==> src/verilog/ddr2_init_pkg.sv <==
package ddr2_init_pkg;

  // ==========================================================
  // clock and timing
  localparam int unsigned CLK_PERIOD_PS = 5000;
  // minimum times round up to whole clock cycles
  function automatic int unsigned ns_to_cyc(input int unsigned t_ns);
    return (t_ns * 1000 + CLK_PERIOD_PS - 1) / CLK_PERIOD_PS;
  endfunction : ns_to_cyc
  localparam int unsigned T_PWR_US = 200;
  localparam int unsigned PWR_WAIT_CYC = (T_PWR_US * 1000000 + CLK_PERIOD_PS - 1) / CLK_PERIOD_PS;
  localparam int unsigned T_CKE_NS = 400;
  localparam int unsigned CKE_WAIT_CYC = ns_to_cyc(T_CKE_NS);
  localparam int unsigned MRD_CYC = 2;
  localparam int unsigned T_RP_NS = 15;
  localparam int unsigned RP_CYC = ns_to_cyc(T_RP_NS);
  localparam int unsigned T_RFC_NS = 128;
  localparam int unsigned RFC_CYC = ns_to_cyc(T_RFC_NS);
  localparam int unsigned T_RCD_NS = 15;
  localparam int unsigned RCD_CYC = ns_to_cyc(T_RCD_NS);
  localparam int unsigned T_RC_NS = 55;
  localparam int unsigned RC_CYC = ns_to_cyc(T_RC_NS);
  localparam int unsigned T_RRD_NS = 10;
  localparam int unsigned RRD_CYC = ns_to_cyc(T_RRD_NS);
  localparam int unsigned T_FAW_NS = 50;
  localparam int unsigned FAW_CYC = ns_to_cyc(T_FAW_NS);
  localparam int unsigned DLL_LOCK_CYC = 200;
  localparam int unsigned REF_COUNT = 2;

  // ==========================================================
  // pin layout and command codes {cs_n, ras_n, cas_n, we_n}
  localparam int unsigned ADDR_W = 14;
  localparam int unsigned BA_W = 3;
  localparam int unsigned NUM_BANKS = 8;
  localparam logic [3:0] CMD_NOP = 4'h7;
  localparam logic [3:0] CMD_ACT = 4'h3;
  localparam logic [3:0] CMD_PRE = 4'h2;
  localparam logic [3:0] CMD_REF = 4'h1;
  localparam logic [3:0] CMD_LM = 4'h0;
  localparam logic [2:0] BA_MR = 3'h0;
  localparam logic [2:0] BA_EMR = 3'h1;
  localparam logic [2:0] BA_EMR2 = 3'h2;
  localparam logic [2:0] BA_EMR3 = 3'h3;
  localparam int unsigned A_PREALL = 10;
  localparam int unsigned A_DLLRST = 8;
  localparam int unsigned A_SRT = 7;
  localparam int unsigned A_OCD_LSB = 7;
  localparam int unsigned A_DLLDIS = 0;

  // ==========================================================
  // register map (byte offsets) and fields
  localparam logic [7:0] OFF_CTRL = 8'h00;
  localparam logic [7:0] OFF_STATUS = 8'h04;
  localparam logic [7:0] OFF_MR_CFG = 8'h08;
  localparam logic [7:0] OFF_EMR_CFG = 8'h0C;
  localparam logic [7:0] OFF_EMR2_CFG = 8'h10;
  localparam logic [7:0] OFF_ROW_CMD = 8'h14;
  localparam int unsigned CTRL_START = 0;
  localparam int unsigned CTRL_ERRCLR = 1;
  localparam int unsigned ST_DONE = 0;
  localparam int unsigned ST_BUSY = 1;
  localparam int unsigned ST_PEND = 2;
  localparam int unsigned ST_ERR = 3;
  localparam int unsigned ST_OPEN_LSB = 8;
  localparam int unsigned ST_RWOK_LSB = 16;
  localparam int unsigned ROW_PRE = 31;
  localparam int unsigned ROW_BANK_LSB = 16;
  localparam logic [12:0] MR_CFG_RST = 13'h0000;
  localparam logic [12:0] EMR_CFG_RST = 13'h0000;
  localparam logic [1:0] RESP_OKAY = 2'h0;
  localparam logic [1:0] RESP_SLVERR = 2'h2;

  typedef enum logic [3:0] {
    S_IDLE, S_PWR, S_CKE_WAIT, S_PREA1, S_EMR2, S_EMR3, S_EMR_DLL, S_MR_DLLRST,
    S_PREA2, S_REFR, S_MR_OP, S_EMR_OCD, S_EMR_OCDX, S_DLL_WAIT, S_READY
  } seq_t;

  typedef struct packed {
    logic cke;
    logic odt;
    logic [3:0] cmd;
    logic [BA_W-1:0] ba;
    logic [ADDR_W-1:0] addr;
  } pins_t;

endpackage : ddr2_init_pkg

==> src/verilog/ddr2_init_ctrl.sv <==
`timescale 1ns/1ps
// Summary of operation
// - load extended mode register 3 only with banks idle, then wait tMRD
// - mode loads drive zero on BA2 and on address bits above A12
// - hold ODT low; once CKE is raised keep it high
// - only NOP for 200 us after start, then raise CKE
// - wait 400 ns after CKE high, then precharge all
// - load extended mode register 2 with self-refresh rate bit, rest zero
// - load extended mode register 3 with all bits zero
// - enable the DLL through the extended mode register, other bits zero
// - reset the DLL through the mode register with A8 high
// - report ready only 200 cycles after the DLL reset
// - after DLL reset precharge all then at least two refreshes
// - load the mode register with A8 low and operating settings
// - load extended mode register with calibration bits all one
// - load extended mode register again with calibration bits all zero
// - A10 high marks precharge all; bank address selects the mode register
// - a bank row is activated before any read or write
// - read or write allowed only tRCD cycles, rounded up, after activate
// - activate a bank only when closed and tRC after its last activate
// - successive activates to any banks spaced by tRRD
// - at most four activates in any tFAW window
module ddr2_init_ctrl #(
  parameter int unsigned PWR_WAIT = ddr2_init_pkg::PWR_WAIT_CYC,
  parameter int unsigned REF_COUNT = ddr2_init_pkg::REF_COUNT
) (
  input wire logic CORE_CLK,
  input wire logic RST,
  input wire logic CE,
  input wire logic [7:0] S_AXI_AWADDR,
  input wire logic S_AXI_AWVALID,
  output logic S_AXI_AWREADY,
  input wire logic [31:0] S_AXI_WDATA,
  input wire logic [3:0] S_AXI_WSTRB,
  input wire logic S_AXI_WVALID,
  output logic S_AXI_WREADY,
  output logic [1:0] S_AXI_BRESP,
  output logic S_AXI_BVALID,
  input wire logic S_AXI_BREADY,
  input wire logic [7:0] S_AXI_ARADDR,
  input wire logic S_AXI_ARVALID,
  output logic S_AXI_ARREADY,
  output logic [31:0] S_AXI_RDATA,
  output logic [1:0] S_AXI_RRESP,
  output logic S_AXI_RVALID,
  input wire logic S_AXI_RREADY,
  output ddr2_init_pkg::pins_t DDR_PINS
);

  // ==========================================================
  // state
  typedef struct packed {
    ddr2_init_pkg::seq_t st;
    logic [19:0] cnt;
    logic [7:0] dll_cnt;
    logic [3:0] ref_cnt;
    logic done;
    logic err;
    ddr2_init_pkg::pins_t pin;
    logic [12:0] mr_cfg;
    logic [12:0] emr_cfg;
    logic srt;
    logic pend;
    logic pend_pre;
    logic [2:0] pend_bank;
    logic [13:0] pend_row;
    logic [7:0] open;
    logic [7:0][7:0] trc;
    logic [7:0][7:0] rcd;
    logic [7:0] rrd;
    logic [3:0][7:0] faw;
    logic awready;
    logic wready;
    logic bvalid;
    logic arready;
    logic rvalid;
    logic aw_got;
    logic w_got;
    logic [7:0] awaddr;
    logic [31:0] wdata;
    logic [3:0] wstrb;
    logic [1:0] bresp;
    logic [1:0] rresp;
    logic [31:0] rdata;
  } state_t;

  state_t s_r;
  state_t s_nxt;
  logic [31:0] rd;
  logic rd_hit;
  logic [31:0] wmask;
  logic wr_hit;
  logic [2:0] b;
  logic err_evt;

  // byte-lane merge of a write into a stored word
  function automatic logic [31:0] lane_mask(input logic [3:0] strb);
    return {{8{strb[3]}}, {8{strb[2]}}, {8{strb[1]}}, {8{strb[0]}}};
  endfunction : lane_mask

  // ==========================================================
  // next state
  always_comb begin
    s_nxt = s_r;
    rd = 32'h0000_0000;
    rd_hit = 1'b0;
    wr_hit = 1'b0;
    wmask = lane_mask(s_r.wstrb);
    b = s_r.pend_bank;
    err_evt = 1'b0;
    // default bus is NOP, ODT off
    s_nxt.pin.cmd = ddr2_init_pkg::CMD_NOP;
    s_nxt.pin.ba = 3'h0;
    s_nxt.pin.addr = 14'h0000;
    s_nxt.pin.odt = 1'b0;
    // timers count down to zero
    if (s_r.cnt != 20'h00000) s_nxt.cnt = s_r.cnt - 20'h00001;
    if (s_r.dll_cnt != 8'h00) s_nxt.dll_cnt = s_r.dll_cnt - 8'h01;
    if (s_r.rrd != 8'h00) s_nxt.rrd = s_r.rrd - 8'h01;
    for (int i = 0; i < 8; i++) begin
      if (s_r.trc[i] != 8'h00) s_nxt.trc[i] = s_r.trc[i] - 8'h01;
      if (s_r.rcd[i] != 8'h00) s_nxt.rcd[i] = s_r.rcd[i] - 8'h01;
    end
    for (int i = 0; i < 4; i++) begin
      if (s_r.faw[i] != 8'h00) s_nxt.faw[i] = s_r.faw[i] - 8'h01;
    end

    // init sequencer: each step waits its gap, issues, loads next gap
    unique case (s_r.st)
      ddr2_init_pkg::S_IDLE: begin
        s_nxt.pin.cke = 1'b0;
      end
      ddr2_init_pkg::S_PWR: if (s_r.cnt == 20'h00000) begin
        s_nxt.pin.cke = 1'b1;
        s_nxt.cnt = 20'(ddr2_init_pkg::CKE_WAIT_CYC - 1);
        s_nxt.st = ddr2_init_pkg::S_PREA1;
      end
      ddr2_init_pkg::S_CKE_WAIT: s_nxt.st = ddr2_init_pkg::S_PREA1;
      ddr2_init_pkg::S_PREA1, ddr2_init_pkg::S_PREA2: if (s_r.cnt == 20'h00000) begin
        s_nxt.pin.cmd = ddr2_init_pkg::CMD_PRE;
        s_nxt.pin.addr[ddr2_init_pkg::A_PREALL] = 1'b1;
        s_nxt.cnt = 20'(ddr2_init_pkg::RP_CYC - 1);
        s_nxt.st = (s_r.st == ddr2_init_pkg::S_PREA1) ? ddr2_init_pkg::S_EMR2
                                                      : ddr2_init_pkg::S_REFR;
      end
      ddr2_init_pkg::S_REFR: if (s_r.cnt == 20'h00000) begin
        s_nxt.pin.cmd = ddr2_init_pkg::CMD_REF;
        s_nxt.cnt = 20'(ddr2_init_pkg::RFC_CYC - 1);
        s_nxt.ref_cnt = s_r.ref_cnt + 4'h1;
        if (s_r.ref_cnt == 4'(REF_COUNT - 1)) s_nxt.st = ddr2_init_pkg::S_MR_OP;
      end
      ddr2_init_pkg::S_EMR2, ddr2_init_pkg::S_EMR3, ddr2_init_pkg::S_EMR_DLL,
      ddr2_init_pkg::S_MR_DLLRST, ddr2_init_pkg::S_MR_OP, ddr2_init_pkg::S_EMR_OCD,
      ddr2_init_pkg::S_EMR_OCDX: if (s_r.cnt == 20'h00000) begin
        // mode loads keep BA2 and A13 at zero
        s_nxt.pin.cmd = ddr2_init_pkg::CMD_LM;
        s_nxt.cnt = 20'(ddr2_init_pkg::MRD_CYC - 1);
        s_nxt.st = ddr2_init_pkg::seq_t'(s_r.st + 4'h1);
        unique case (s_r.st)
          ddr2_init_pkg::S_EMR2: begin
            s_nxt.pin.ba = ddr2_init_pkg::BA_EMR2;
            s_nxt.pin.addr[ddr2_init_pkg::A_SRT] = s_r.srt;
          end
          ddr2_init_pkg::S_EMR3: s_nxt.pin.ba = ddr2_init_pkg::BA_EMR3;
          ddr2_init_pkg::S_EMR_DLL: s_nxt.pin.ba = ddr2_init_pkg::BA_EMR;
          ddr2_init_pkg::S_MR_DLLRST: begin
            s_nxt.pin.ba = ddr2_init_pkg::BA_MR;
            s_nxt.pin.addr[ddr2_init_pkg::A_DLLRST] = 1'b1;
            s_nxt.dll_cnt = 8'(ddr2_init_pkg::DLL_LOCK_CYC);
          end
          ddr2_init_pkg::S_MR_OP: begin
            s_nxt.pin.ba = ddr2_init_pkg::BA_MR;
            s_nxt.pin.addr = {1'b0, s_r.mr_cfg};
            s_nxt.pin.addr[ddr2_init_pkg::A_DLLRST] = 1'b0;
          end
          default: begin
            // calibration default then exit, DLL kept enabled
            s_nxt.pin.ba = ddr2_init_pkg::BA_EMR;
            s_nxt.pin.addr = {1'b0, s_r.emr_cfg};
            s_nxt.pin.addr[ddr2_init_pkg::A_DLLDIS] = 1'b0;
            s_nxt.pin.addr[ddr2_init_pkg::A_OCD_LSB +: 3] =
              (s_r.st == ddr2_init_pkg::S_EMR_OCD) ? 3'h7 : 3'h0;
          end
        endcase
      end
      ddr2_init_pkg::S_DLL_WAIT: if (s_r.cnt == 20'h00000 && s_r.dll_cnt == 8'h00) begin
        s_nxt.done = 1'b1;
        s_nxt.st = ddr2_init_pkg::S_READY;
      end
      ddr2_init_pkg::S_READY: if (s_r.pend) begin
        s_nxt.pend = 1'b0;
        if (s_r.pend_pre) begin
          // precharge closes the row; tRP gates the next activate
          if (s_r.open[b]) begin
            s_nxt.pin.cmd = ddr2_init_pkg::CMD_PRE;
            s_nxt.pin.ba = b;
            s_nxt.open[b] = 1'b0;
            s_nxt.rcd[b] = 8'h00;
            if (s_nxt.trc[b] < 8'(ddr2_init_pkg::RP_CYC - 1))
              s_nxt.trc[b] = 8'(ddr2_init_pkg::RP_CYC - 1);
          end else begin
            s_nxt.err = 1'b1;
            err_evt = 1'b1;
          end
        end else if (s_r.open[b]) begin
          s_nxt.err = 1'b1;
          err_evt = 1'b1;
        end else if (s_r.trc[b] != 8'h00 || s_r.rrd != 8'h00 || s_r.faw[3] != 8'h00) begin
          s_nxt.pend = 1'b1;
        end else begin
          s_nxt.pin.cmd = ddr2_init_pkg::CMD_ACT;
          s_nxt.pin.ba = b;
          s_nxt.pin.addr = s_r.pend_row;
          s_nxt.open[b] = 1'b1;
          s_nxt.trc[b] = 8'(ddr2_init_pkg::RC_CYC - 1);
          s_nxt.rcd[b] = 8'(ddr2_init_pkg::RCD_CYC - 1);
          s_nxt.rrd = 8'(ddr2_init_pkg::RRD_CYC - 1);
          s_nxt.faw = {s_nxt.faw[2:0], 8'(ddr2_init_pkg::FAW_CYC - 1)};
        end
      end
      default: s_nxt.st = ddr2_init_pkg::S_IDLE;
    endcase

    // ==========================================================
    // register read decode
    unique case ({S_AXI_ARADDR[7:2], 2'b00})
      ddr2_init_pkg::OFF_CTRL: rd_hit = 1'b1;
      ddr2_init_pkg::OFF_STATUS: begin
        rd_hit = 1'b1;
        rd[ddr2_init_pkg::ST_DONE] = s_r.done;
        rd[ddr2_init_pkg::ST_BUSY] = (s_r.st != ddr2_init_pkg::S_IDLE) && !s_r.done;
        rd[ddr2_init_pkg::ST_PEND] = s_r.pend;
        rd[ddr2_init_pkg::ST_ERR] = s_r.err;
        rd[ddr2_init_pkg::ST_OPEN_LSB +: 8] = s_r.open;
        for (int i = 0; i < 8; i++) begin
          rd[ddr2_init_pkg::ST_RWOK_LSB + i] = s_r.open[i] && (s_r.rcd[i] == 8'h00);
        end
      end
      ddr2_init_pkg::OFF_MR_CFG: begin
        rd_hit = 1'b1;
        rd[12:0] = s_r.mr_cfg;
      end
      ddr2_init_pkg::OFF_EMR_CFG: begin
        rd_hit = 1'b1;
        rd[12:0] = s_r.emr_cfg;
      end
      ddr2_init_pkg::OFF_EMR2_CFG: begin
        rd_hit = 1'b1;
        rd[ddr2_init_pkg::A_SRT] = s_r.srt;
      end
      ddr2_init_pkg::OFF_ROW_CMD: begin
        rd_hit = 1'b1;
        rd[ddr2_init_pkg::ROW_PRE] = s_r.pend_pre;
        rd[ddr2_init_pkg::ROW_BANK_LSB +: 3] = s_r.pend_bank;
        rd[13:0] = s_r.pend_row;
      end
      default: rd_hit = 1'b0;
    endcase

    // ==========================================================
    // AXI4-Lite: address and data taken in either order
    if (s_r.awready && S_AXI_AWVALID) begin
      s_nxt.aw_got = 1'b1;
      s_nxt.awaddr = S_AXI_AWADDR;
    end
    if (s_r.wready && S_AXI_WVALID) begin
      s_nxt.w_got = 1'b1;
      s_nxt.wdata = S_AXI_WDATA;
      s_nxt.wstrb = S_AXI_WSTRB;
    end
    if (s_r.bvalid && S_AXI_BREADY) s_nxt.bvalid = 1'b0;
    if (s_r.aw_got && s_r.w_got && !s_r.bvalid) begin
      s_nxt.aw_got = 1'b0;
      s_nxt.w_got = 1'b0;
      s_nxt.bvalid = 1'b1;
      wr_hit = 1'b1;
      unique case ({s_r.awaddr[7:2], 2'b00})
        ddr2_init_pkg::OFF_CTRL: begin
          if (wmask[ddr2_init_pkg::CTRL_START] && s_r.wdata[ddr2_init_pkg::CTRL_START]
              && s_r.st == ddr2_init_pkg::S_IDLE) begin
            s_nxt.st = ddr2_init_pkg::S_PWR;
            s_nxt.cnt = 20'(PWR_WAIT - 1);
          end
          // error clear loses to a refusal in the same cycle
          if (wmask[ddr2_init_pkg::CTRL_ERRCLR] && s_r.wdata[ddr2_init_pkg::CTRL_ERRCLR]
              && !err_evt)
            s_nxt.err = 1'b0;
        end
        ddr2_init_pkg::OFF_STATUS: ;
        ddr2_init_pkg::OFF_MR_CFG:
          s_nxt.mr_cfg = 13'(({19'h00000, s_r.mr_cfg} & ~wmask) | (s_r.wdata & wmask));
        ddr2_init_pkg::OFF_EMR_CFG:
          s_nxt.emr_cfg = 13'(({19'h00000, s_r.emr_cfg} & ~wmask) | (s_r.wdata & wmask));
        ddr2_init_pkg::OFF_EMR2_CFG:
          if (wmask[ddr2_init_pkg::A_SRT]) s_nxt.srt = s_r.wdata[ddr2_init_pkg::A_SRT];
        ddr2_init_pkg::OFF_ROW_CMD: begin
          // taken only when ready and idle, otherwise flagged
          if (s_r.st == ddr2_init_pkg::S_READY && !s_r.pend && s_r.wstrb != 4'h0) begin
            s_nxt.pend = 1'b1;
            s_nxt.pend_pre = s_r.wdata[ddr2_init_pkg::ROW_PRE];
            s_nxt.pend_bank = s_r.wdata[ddr2_init_pkg::ROW_BANK_LSB +: 3];
            s_nxt.pend_row = s_r.wdata[13:0];
          end else begin
            s_nxt.err = 1'b1;
          end
        end
        default: wr_hit = 1'b0;
      endcase
      s_nxt.bresp = wr_hit ? ddr2_init_pkg::RESP_OKAY : ddr2_init_pkg::RESP_SLVERR;
    end
    s_nxt.awready = !s_nxt.aw_got && !s_nxt.bvalid;
    s_nxt.wready = !s_nxt.w_got && !s_nxt.bvalid;

    // read answered one cycle after the address is taken
    if (s_r.rvalid && S_AXI_RREADY) s_nxt.rvalid = 1'b0;
    if (s_r.arready && S_AXI_ARVALID) begin
      s_nxt.rvalid = 1'b1;
      s_nxt.rdata = rd;
      s_nxt.rresp = rd_hit ? ddr2_init_pkg::RESP_OKAY : ddr2_init_pkg::RESP_SLVERR;
    end
    s_nxt.arready = !s_nxt.rvalid;
  end

  // ==========================================================
  // state register
  always_ff @(posedge CORE_CLK) begin
    if (RST) begin
      s_r <= '0;
      s_r.pin.cmd <= ddr2_init_pkg::CMD_NOP;
      s_r.mr_cfg <= ddr2_init_pkg::MR_CFG_RST;
      s_r.emr_cfg <= ddr2_init_pkg::EMR_CFG_RST;
    end else if (CE) begin
      s_r <= s_nxt;
    end
  end

  // outputs straight from the state register
  assign DDR_PINS = s_r.pin;
  assign S_AXI_AWREADY = s_r.awready;
  assign S_AXI_WREADY = s_r.wready;
  assign S_AXI_BVALID = s_r.bvalid;
  assign S_AXI_BRESP = s_r.bresp;
  assign S_AXI_ARREADY = s_r.arready;
  assign S_AXI_RVALID = s_r.rvalid;
  assign S_AXI_RDATA = s_r.rdata;
  assign S_AXI_RRESP = s_r.rresp;

  // ==========================================================
  // checks
  logic [19:0] h_low;
  logic [7:0] h_cke;
  logic [7:0] h_dll;
  logic [7:0] h_gap;
  logic is_lm;

  assign is_lm = s_r.pin.cmd == ddr2_init_pkg::CMD_LM;

  // elapsed-cycle helpers for the checks
  always_ff @(posedge CORE_CLK) begin
    if (RST) begin
      h_low <= 20'h00000;
      h_cke <= 8'h00;
      h_dll <= 8'h00;
      h_gap <= 8'hFF;
    end else if (CE) begin
      if (s_r.st != ddr2_init_pkg::S_IDLE && !s_r.pin.cke && h_low != 20'hFFFFF)
        h_low <= h_low + 20'h00001;
      if (s_r.pin.cke && h_cke != 8'hFF) h_cke <= h_cke + 8'h01;
      if (is_lm && s_r.pin.ba == ddr2_init_pkg::BA_MR && s_r.pin.addr[ddr2_init_pkg::A_DLLRST])
        h_dll <= 8'h00;
      else if (h_dll != 8'hFF)
        h_dll <= h_dll + 8'h01;
      if (s_r.pin.cmd == ddr2_init_pkg::CMD_ACT) h_gap <= 8'h01;
      else if (h_gap != 8'hFF) h_gap <= h_gap + 8'h01;
    end
  end
endmodule : ddr2_init_ctrl

==> config.mk <==
export PLATFORM = sky130hd
export DESIGN_NAME = ddr2_init_ctrl
export DESIGN_NICKNAME = d
export VERILOG_FILES = /design/src/verilog/ddr2_init_pkg.sv /design/src/verilog/ddr2_init_ctrl.sv
export SDC_FILE = /design/constraint.sdc
export NUM_CORES = 1
export LEC_CHECK = 0
export ABC_AREA = 1
export BUFFER_PORTS_ARGS = -buffer_cell sky130_fd_sc_hd__buf_2
export CAP_MARGIN = 15
export CORE_MARGIN = 1.5
export CORE_UTILIZATION = 38
export DETAILED_ROUTE_END_ITERATION = 10
export PLACE_DENSITY = 0.6
export SYNTH_ARGS = -nofsm -noshare
export SYNTH_HDL_FRONTEND = slang
export SYNTH_SLANG_ARGS = --single-unit
==> constraint.sdc <==
create_clock -name CORE_CLK -period 3.5 [get_ports CORE_CLK]
set_input_delay 0.35 -clock CORE_CLK [delete_from_list [all_inputs] [get_ports CORE_CLK]]
set_output_delay 0.35 -clock CORE_CLK [all_outputs]
set_load 0.005 [all_outputs]
==> summary.md, run 1 <==
| Metric | Value |
|---|---|
| Clock Sinks | `343` |
| Critical Path End Type | `flip-flop` |
| Drt first pass iters | `5` |
| Arrival time at the worst endpoint | `3350 ps` |
| Slowest Stage Delay on Critical Path | `420 ps` |
| First-pass GRT wire length | `90500 um` |
| Area of the multi-input gates | `0.0108 mm2` |
| Worst path bufs/invs | `3` |
| Num CTS Buffers | `41` |
| Total Power | `0.0161 W` |
| Avg Inst Size Synth | `6.60 um2` |
| Period utilisation layout | `83.2%` |
| Core area | `0.0515 mm2` |
| Standard-cell rows | `83` |
| CTS tree | `yes` |
| Largest net degree at the start of global routing | `156` |
| Count of different cell masters after synthesis | `55` |
| Die Y-Extent | `232 um` |
| Startpoint class of the critical path | `flip-flop` |
| Maximum VDD drop | `0.000303 V` |
| Top FF cell, synth | `dfxtp_1` |
| All-Layer GR Usage | `20.4%` |
| Starting Density | `38.6%` |
| GRT overflow | `0` |
| Maximum fanout along the worst path | `12` |
| Outcome | `finished, final reports clean` |
| Minimum clock period | `2910 ps` |
| Synth-to-layout area growth | `10.8%` |
| Asr flop ratio synth | `0%` |
| Avg WL per Cell | `14.9 um` |
| DRC | `0` |
| Detailed router's first-iteration violation count | `1559` |
| Worst r2r src | `s_r[111]` |
| Total Wirelength | `55400 um` |
| Cts hold-fix bufs | `0` |
| Post-CTS resize count | `0` |
| Die W | `232 um` |
| Initial antenna violation count | `0` |
| MaxCap Viol Count | `0` |
| Vias in the first global route | `18300` |
| Layout cell share with drive strength beyond 1 | `8.30%` |
| Most frequent cells in the layout | `620 x nand2_1, 354 x nor2_1, 343 x dfxtp_1` |
| Setup Buffers After CTS | `0` |
| Final Hold Viols | `0` |
| Hold WS | `45.3 ps` |
| Clk_skew | `44.0 ps` |
| Setup_tns | `0 ps` |
| Kind of critical path | `reg -> reg` |
| Mapped Cells | `3009` |
| Post-synth EDFFs | `0` |
| Worst-skew pair later-pin latency | `590 ps` |
| H-tree depth | `2` |
| Final Max Slew Viols | `0` |
| Final net count | `3133` |
| Register bit total from synthesis | `343` |
| Sequential share of the synthesized area | `34.6%` |
| Worst Tran Pin Value | `996 ps` |
| Mean number of vias per cell | `5.21` |
| Dominant delay contributor by cell family on the critical path | `simple AND/OR/NAND/NOR gates` |
| Critical path origin | `s_r[111]` |
| Filler cells | `5392` |
| Ant diodes | `0` |
| Cell area power density | `731 mW/mm2` |
| Worst Hold Class | `in -> reg` |
| RSZ-0062 raised after global routing | `no` |
| YS warnings | `0` |
| ANT nets after route | `0` |
| Critical path's slowest cell | `nor4_4` |
| Clk pin slew, worst setup/hold paths | `60 ps` |
| Max Root-Sink Buffers | `3` |
| GP Congestion | `0.918` |
| Full die area | `0.0537 mm2` |
| Hold path start | `S_AXI_WSTRB[2]` |
| # setup viols final | `0` |
| CP Cell Sequence | `inv_1, ha_1, inv_1, nor4_4, nand4_1, nor2_1, nand2_1, nor2_2, buf_4, nand2_1, o21ai_2, nand2_1, nand2_2, nor2_1` |
| Most common cell on crit path | `nand2_1` |
| Area of the mapped netlist | `0.0199 mm2` |
| Critical Path RT | `3940 ps` |
| Leakage power | `9.43 nW` |
| Slew Limit Headroom | `33.0%` |
| Number of port buffers | `94` |
| Commonest non-fill, non-tap cell in the layout | `nand2_1` |
| Max Freq | `343 MHz` |
| Reg area | `0.00687 mm2` |
| Via count | `19400` |
| HPWL Detailed | `38600 um` |
| I/O pins | `124` |
| Clk root buf | `clkbuf_16` |
==> worst min-delay path: stages <==
cell and delay (ps):
buf_2 80, o21ai_0 70, a21oi_1 100
==> Yosys cell counts, drive strengths merged (5+ instances only) <==
master	number	area [um2]
nand3	181	911
a31oi	11	68.8
xor2	65	569
a22oi	9	67.6
or2	10	62.6
inv	351	1320
nand2	630	2390
buf	80	559
o221ai	5	43.8
nand4	50	313
o22ai	14	87.6
xnor2	26	228
clkbuf	86	323
nor4	20	146
clkinv	6	22.5
o21bai	9	67.6
a21oi	314	1570
o21ai	261	1330
a211oi	14	105
nor2	372	1500
dfxtp	343	6870
a221oi	5	43.8
o211ai	16	120
nor3	45	230
ha	56	701
==> layer usage <==
layer / vias up / global-route usage (%) / wire length (um) / part of all wire [%]
li1: 9828 / - / - / -
met1: 9021 / 26.3 / 25500 / 46
met2: 477 / 34.4 / 25500 / 46
met3: 87 / 3.53 / 2910 / 5.2
met4: 0 / 6.62 / 1560 / 2.8
met5: - / 0 / 0 / 0
==> kinds of logic after synthesis <==
kind of cell    after synthesis  synth area share (%)
compound gates              672                  18.2
fa+ha+maj                    56                  3.53
flops                       343                  34.6
mux                           1                0.0504
simple gates               1322                  28.4
buf+inv                     523                  11.2
xor+xnor                     91                  4.01
other cells                   1                0.0189
==> layout make-up <==
| type | instances | share of cell area [%] |
|---|---|---|
| multi-input combinational | 2153 | 49.2 |
| sequential | 343 | 31.2 |
| inverter | 357 | 6.12 |
| clock buffer | 59 | 5.33 |
| tap | 680 | 3.87 |
| timing repair buffer | 121 | 3.27 |
| clock inverter | 15 | 1.02 |
==> sequential cells by signal, summed over array words and instances (netlist names), named ones only <==
register       cells
S_AXI_AWREADY      1
b                  3
S_AXI_RRESP        1
S_AXI_WREADY       1
S_AXI_ARREADY      1
S_AXI_BRESP        1
S_AXI_RDATA       25
s_r              261
DDR_PINS          21
S_AXI_RVALID       1
S_AXI_BVALID       1
==> report_power, final <==
| group | total [W] | switching, W | internal (W) |
|---|---|---|---|
| clock network | 0.00441 | 0.00177 | 0.00264 |
| logic | 0.00648 | 0.00403 | 0.00246 |
| registers | 0.00520 | 0.000616 | 0.00459 |
| total | 0.0161 | 0.00641 | 0.00969 |
==> worst paths after layout <==
check | end | slack, ps | cells after the start
max | s_r[231] | 590 | 14
min | s_r[38] | 50 | 3
max reg2reg | s_r[231] | 590 | 14
min reg2reg | s_r[78] | 450 | 2
==> through the flow <==
| stage | util, % | cell area, um2 | instances | setup WS (ps) |
|---|---|---|---|---|
| after floorplan | - | 19900 | 3019 | 1310 |
| after global placement | 40.0 | 20600 | 3654 | 679 |
| after detailed placement | 40.0 | 20600 | 3654 | 645 |
| after CTS | 42.7 | 22000 | 3728 | 592 |
| after global routing | 42.7 | 22000 | 3728 | 377 |
| final | 42.7 | 22000 | 3728 | 588 |
No activity file was read; power rests on OpenSTA's default activity.
==> run 2, diff against run 1 <==
ABC_AREA = 0   (was 1)
clock period = 2.85 ns   (was 3.5 ns; I/O delays follow)
==> run 2 against run 1 <==
Compared with the run above:
- the run now ends with negative setup slack left
- wire length rose by 17%
- first-iteration DRC count increased by 12%
- sequential cell count unchanged
- register-to-register slack got worse by 840 ps
- area after synthesis fell by 1.7%
- clock power grew 23%
- largest power group unchanged
==> summary.md, run 2 <==
| Metric | Value |
|---|---|
| Largest net degree at the start of global routing | `142` |
| Number of port buffers | `94` |
| GP Congestion | `0.947` |
| Place WS | `-489 ps` |
| Maximum VDD drop | `0.000575 V` |
| HPWL Detailed | `44100 um` |
| Cell taking the most area after synthesis | `dfxtp_1` |
| Synth top cells by count | `354 x nor2_1, 343 x dfxtp_1, 241 x nand2_1, 210 x a21oi_1, 156 x nor3_1` |
| Mux cell area share after synthesis | `4.64%` |
| Asr flop ratio synth | `0%` |
| Core area | `0.0505 mm2` |
| Full die area | `0.0528 mm2` |
| Commonest non-fill, non-tap cell in the layout | `dfxtp_1` |
| Synth-to-layout area growth | `32.6%` |
| Total Wirelength | `65000 um` |
| Area of the mapped netlist | `0.0195 mm2` |
| ANT nets after route | `0` |
| Arrival time at the worst endpoint | `3540 ps` |
| Synth Area in Adders | `3.59%` |
| Worst Hold Class | `in -> reg` |
| Count of different cell masters after synthesis | `92` |
| Leakage power | `10.3 nW` |
| Kind of critical path | `reg -> reg` |
| Die Y-Extent | `230 um` |
| Post-route cell area | `0.0259 mm2` |
| Largest Register | `s_r` |
| All-Layer GR Usage | `23.4%` |
| Top FF cell, synth | `dfxtp_1` |
| Post-synth EDFFs | `0` |
| Via count | `20200` |
| Post-synthesis xor/xnor area fraction | `2.60%` |
| Clk_skew | `23.1 ps` |
| Starting Density | `38.7%` |
| Drt first pass iters | `6` |
| Largest register FFs | `261` |
| Clk pin slew, worst setup/hold paths | `60 ps` |
| Mean number of vias per cell | `5.69` |
| Standard-cell rows | `82` |
| Minimum clock period | `3100 ps` |
| Clock Sinks | `343` |
| Top-count cell post-synth | `nor2_1` |
| CTS tree | `yes` |
| H-tree depth | `2` |
| Setup_tns | `-16360 ps` |
| Register bit total from synthesis | `343` |
| Clk root buf | `clkbuf_16` |
| Max Root-Sink Buffers | `3` |
| Final Hold Viols | `0` |
| Simple-gate share of the synthesized area | `26.9%` |
| Placed cell area | `0.0223 mm2` |
| Slack of the critical path | `-250 ps` |
| Period utilisation layout | `109%` |
| GRT overflow | `0` |
| Most frequent cells in the layout | `335 x dfxtp_1, 331 x nor2_1, 296 x buf_4` |
| Critical Path End Type | `flip-flop` |
| MaxCap Viol Count | `0` |
| Final Max Slew Viols | `0` |
| Sequential share of the synthesized area | `35.2%` |
| # setup viols final | `141` |
| YS warnings | `0` |
| Max Freq | `323 MHz` |
| Worst Tran Pin Value | `1130 ps` |
| Final net count | `2967` |
| Layout cell share with drive strength beyond 1 | `27.1%` |
| Synth area leaders | `dfxtp_1 35%, nor2_1 6.8%, a21oi_1 5.4%` |
| Cell area power density | `1060 mW/mm2` |
| Mapped Cells | `2523` |
| Avg Inst Size Synth | `7.74 um2` |
| Outcome | `complete, but fails checks` |
| Post-synthesis compound-gate area fraction | `20.6%` |
| Worst-skew pair later-pin latency | `590 ps` |
| Maximum fanout along the worst path | `7` |
| Vias in the first global route | `19500` |
| RSZ-0062 raised after global routing | `yes` |
| Top cell type's share of synthesized area | `35.2%` |
| Detailed router's first-iteration violation count | `1739` |
| Critical Path RT | `3290 ps` |
| Filler cells | `4733` |
| Startpoint class of the critical path | `flip-flop` |
| Die W | `230 um` |
| Slew Limit Headroom | `23.3%` |
| First-pass GRT wire length | `102000 um` |
| Num CTS Buffers | `40` |
| Ant diodes | `0` |
| I/O pins | `124` |
| Avg WL per Cell | `18.3 um` |
| DRC | `0` |
| Main combinational cell family by area after synthesis | `simple AND/OR/NAND/NOR gates` |
| Failing checks | `negative setup slack` |
| Initial antenna violation count | `0` |
-- run 2: stage by stage --
stage	hold WS (ps)	total power (W)	util, %	std cells
2_1_floorplan	421	0.0153	-	2533
3_3_place_gp	444	0.0195	44.3	3404
3_5_place_dp	449	0.0198	44.3	3404
4_1_cts	3.87	0.0261	48.8	3520
5_1_grt	41.1	0.0295	51.3	3553
6_report	28.4	0.0275	51.3	3553
-- run 2: cells by family (layout without fill, tap and decap cells) --
family | after synthesis | in the layout
buffers and inverters | 271 | 618
AOI/OAI and AO/OA | 628 | 628
adders and majority gates | 56 | 56
muxes | 90 | 90
xor gates and xnor gates | 58 | 58
other | 1 | 11
DFF | 343 | 343
and+or+nand+nor | 1076 | 1077
-- run 2: path summary, 6_finish.rpt --
path	from	endpoint	cells past startpoint	slack, ps
max	s_r[212]	s_r[238]	11	-250
min	S_AXI_WDATA[31]	s_r[71]	3	30
max reg2reg	s_r[212]	s_r[238]	11	-250
min reg2reg	S_AXI_RDATA[14]	S_AXI_RDATA[14]	2	460
-- run 2: cell type report --
| type | count | area (um2) | share of cell area, % |
|---|---|---|---|
| clock inverter | 16 | 219 | 0.845 |
| clock buffer | 56 | 1160 | 4.49 |
| sequential | 343 | 6880 | 26.6 |
| inverter | 67 | 253 | 0.976 |
| timing repair buffer | 479 | 3830 | 14.8 |
| tap | 672 | 841 | 3.25 |
| multi-input combinational | 1920 | 12700 | 49.1 |
-- run 2: critical path, stage by stage, from the launching register on --
cell      delay [ps]
dfxtp_2          320
or4_4            600
o41ai_4          330
and4_4           330
nand3_4          110
buf_6            140
nor4_4           290
buf_6            210
buf_6            120
a31oi_4           40
nor3_4           360
a211oi_1          80
-- run 2: where the power goes --
group | total (W) | switching [W] | internal (W)
Combinational | 0.0151 | 0.00805 | 0.00706
Sequential | 0.00699 | 0.00106 | 0.00593
Clock | 0.00544 | 0.00221 | 0.00324
Total | 0.0275 | 0.0113 | 0.0162
-- run 2: repair_timing --
item	CTS	global route
gates cloned	2	3
hold buffers	27	0
pin swaps	42	125
endpoints found under the setup margin	186	181
endpoints found under the hold margin	27	0
setup buffers	17	36
gates resized for setup	142	243
-- run 2: layer usage --
metal  global-route usage, %  wire length [um]  vias to the layer above
met5                       0                 0                        -
met4                    9.01              2350                        0
met1                    30.5             27800                     9676
li1                        -                 -                     9710
met3                    3.06              4210                      153
met2                    39.1             30600                      684
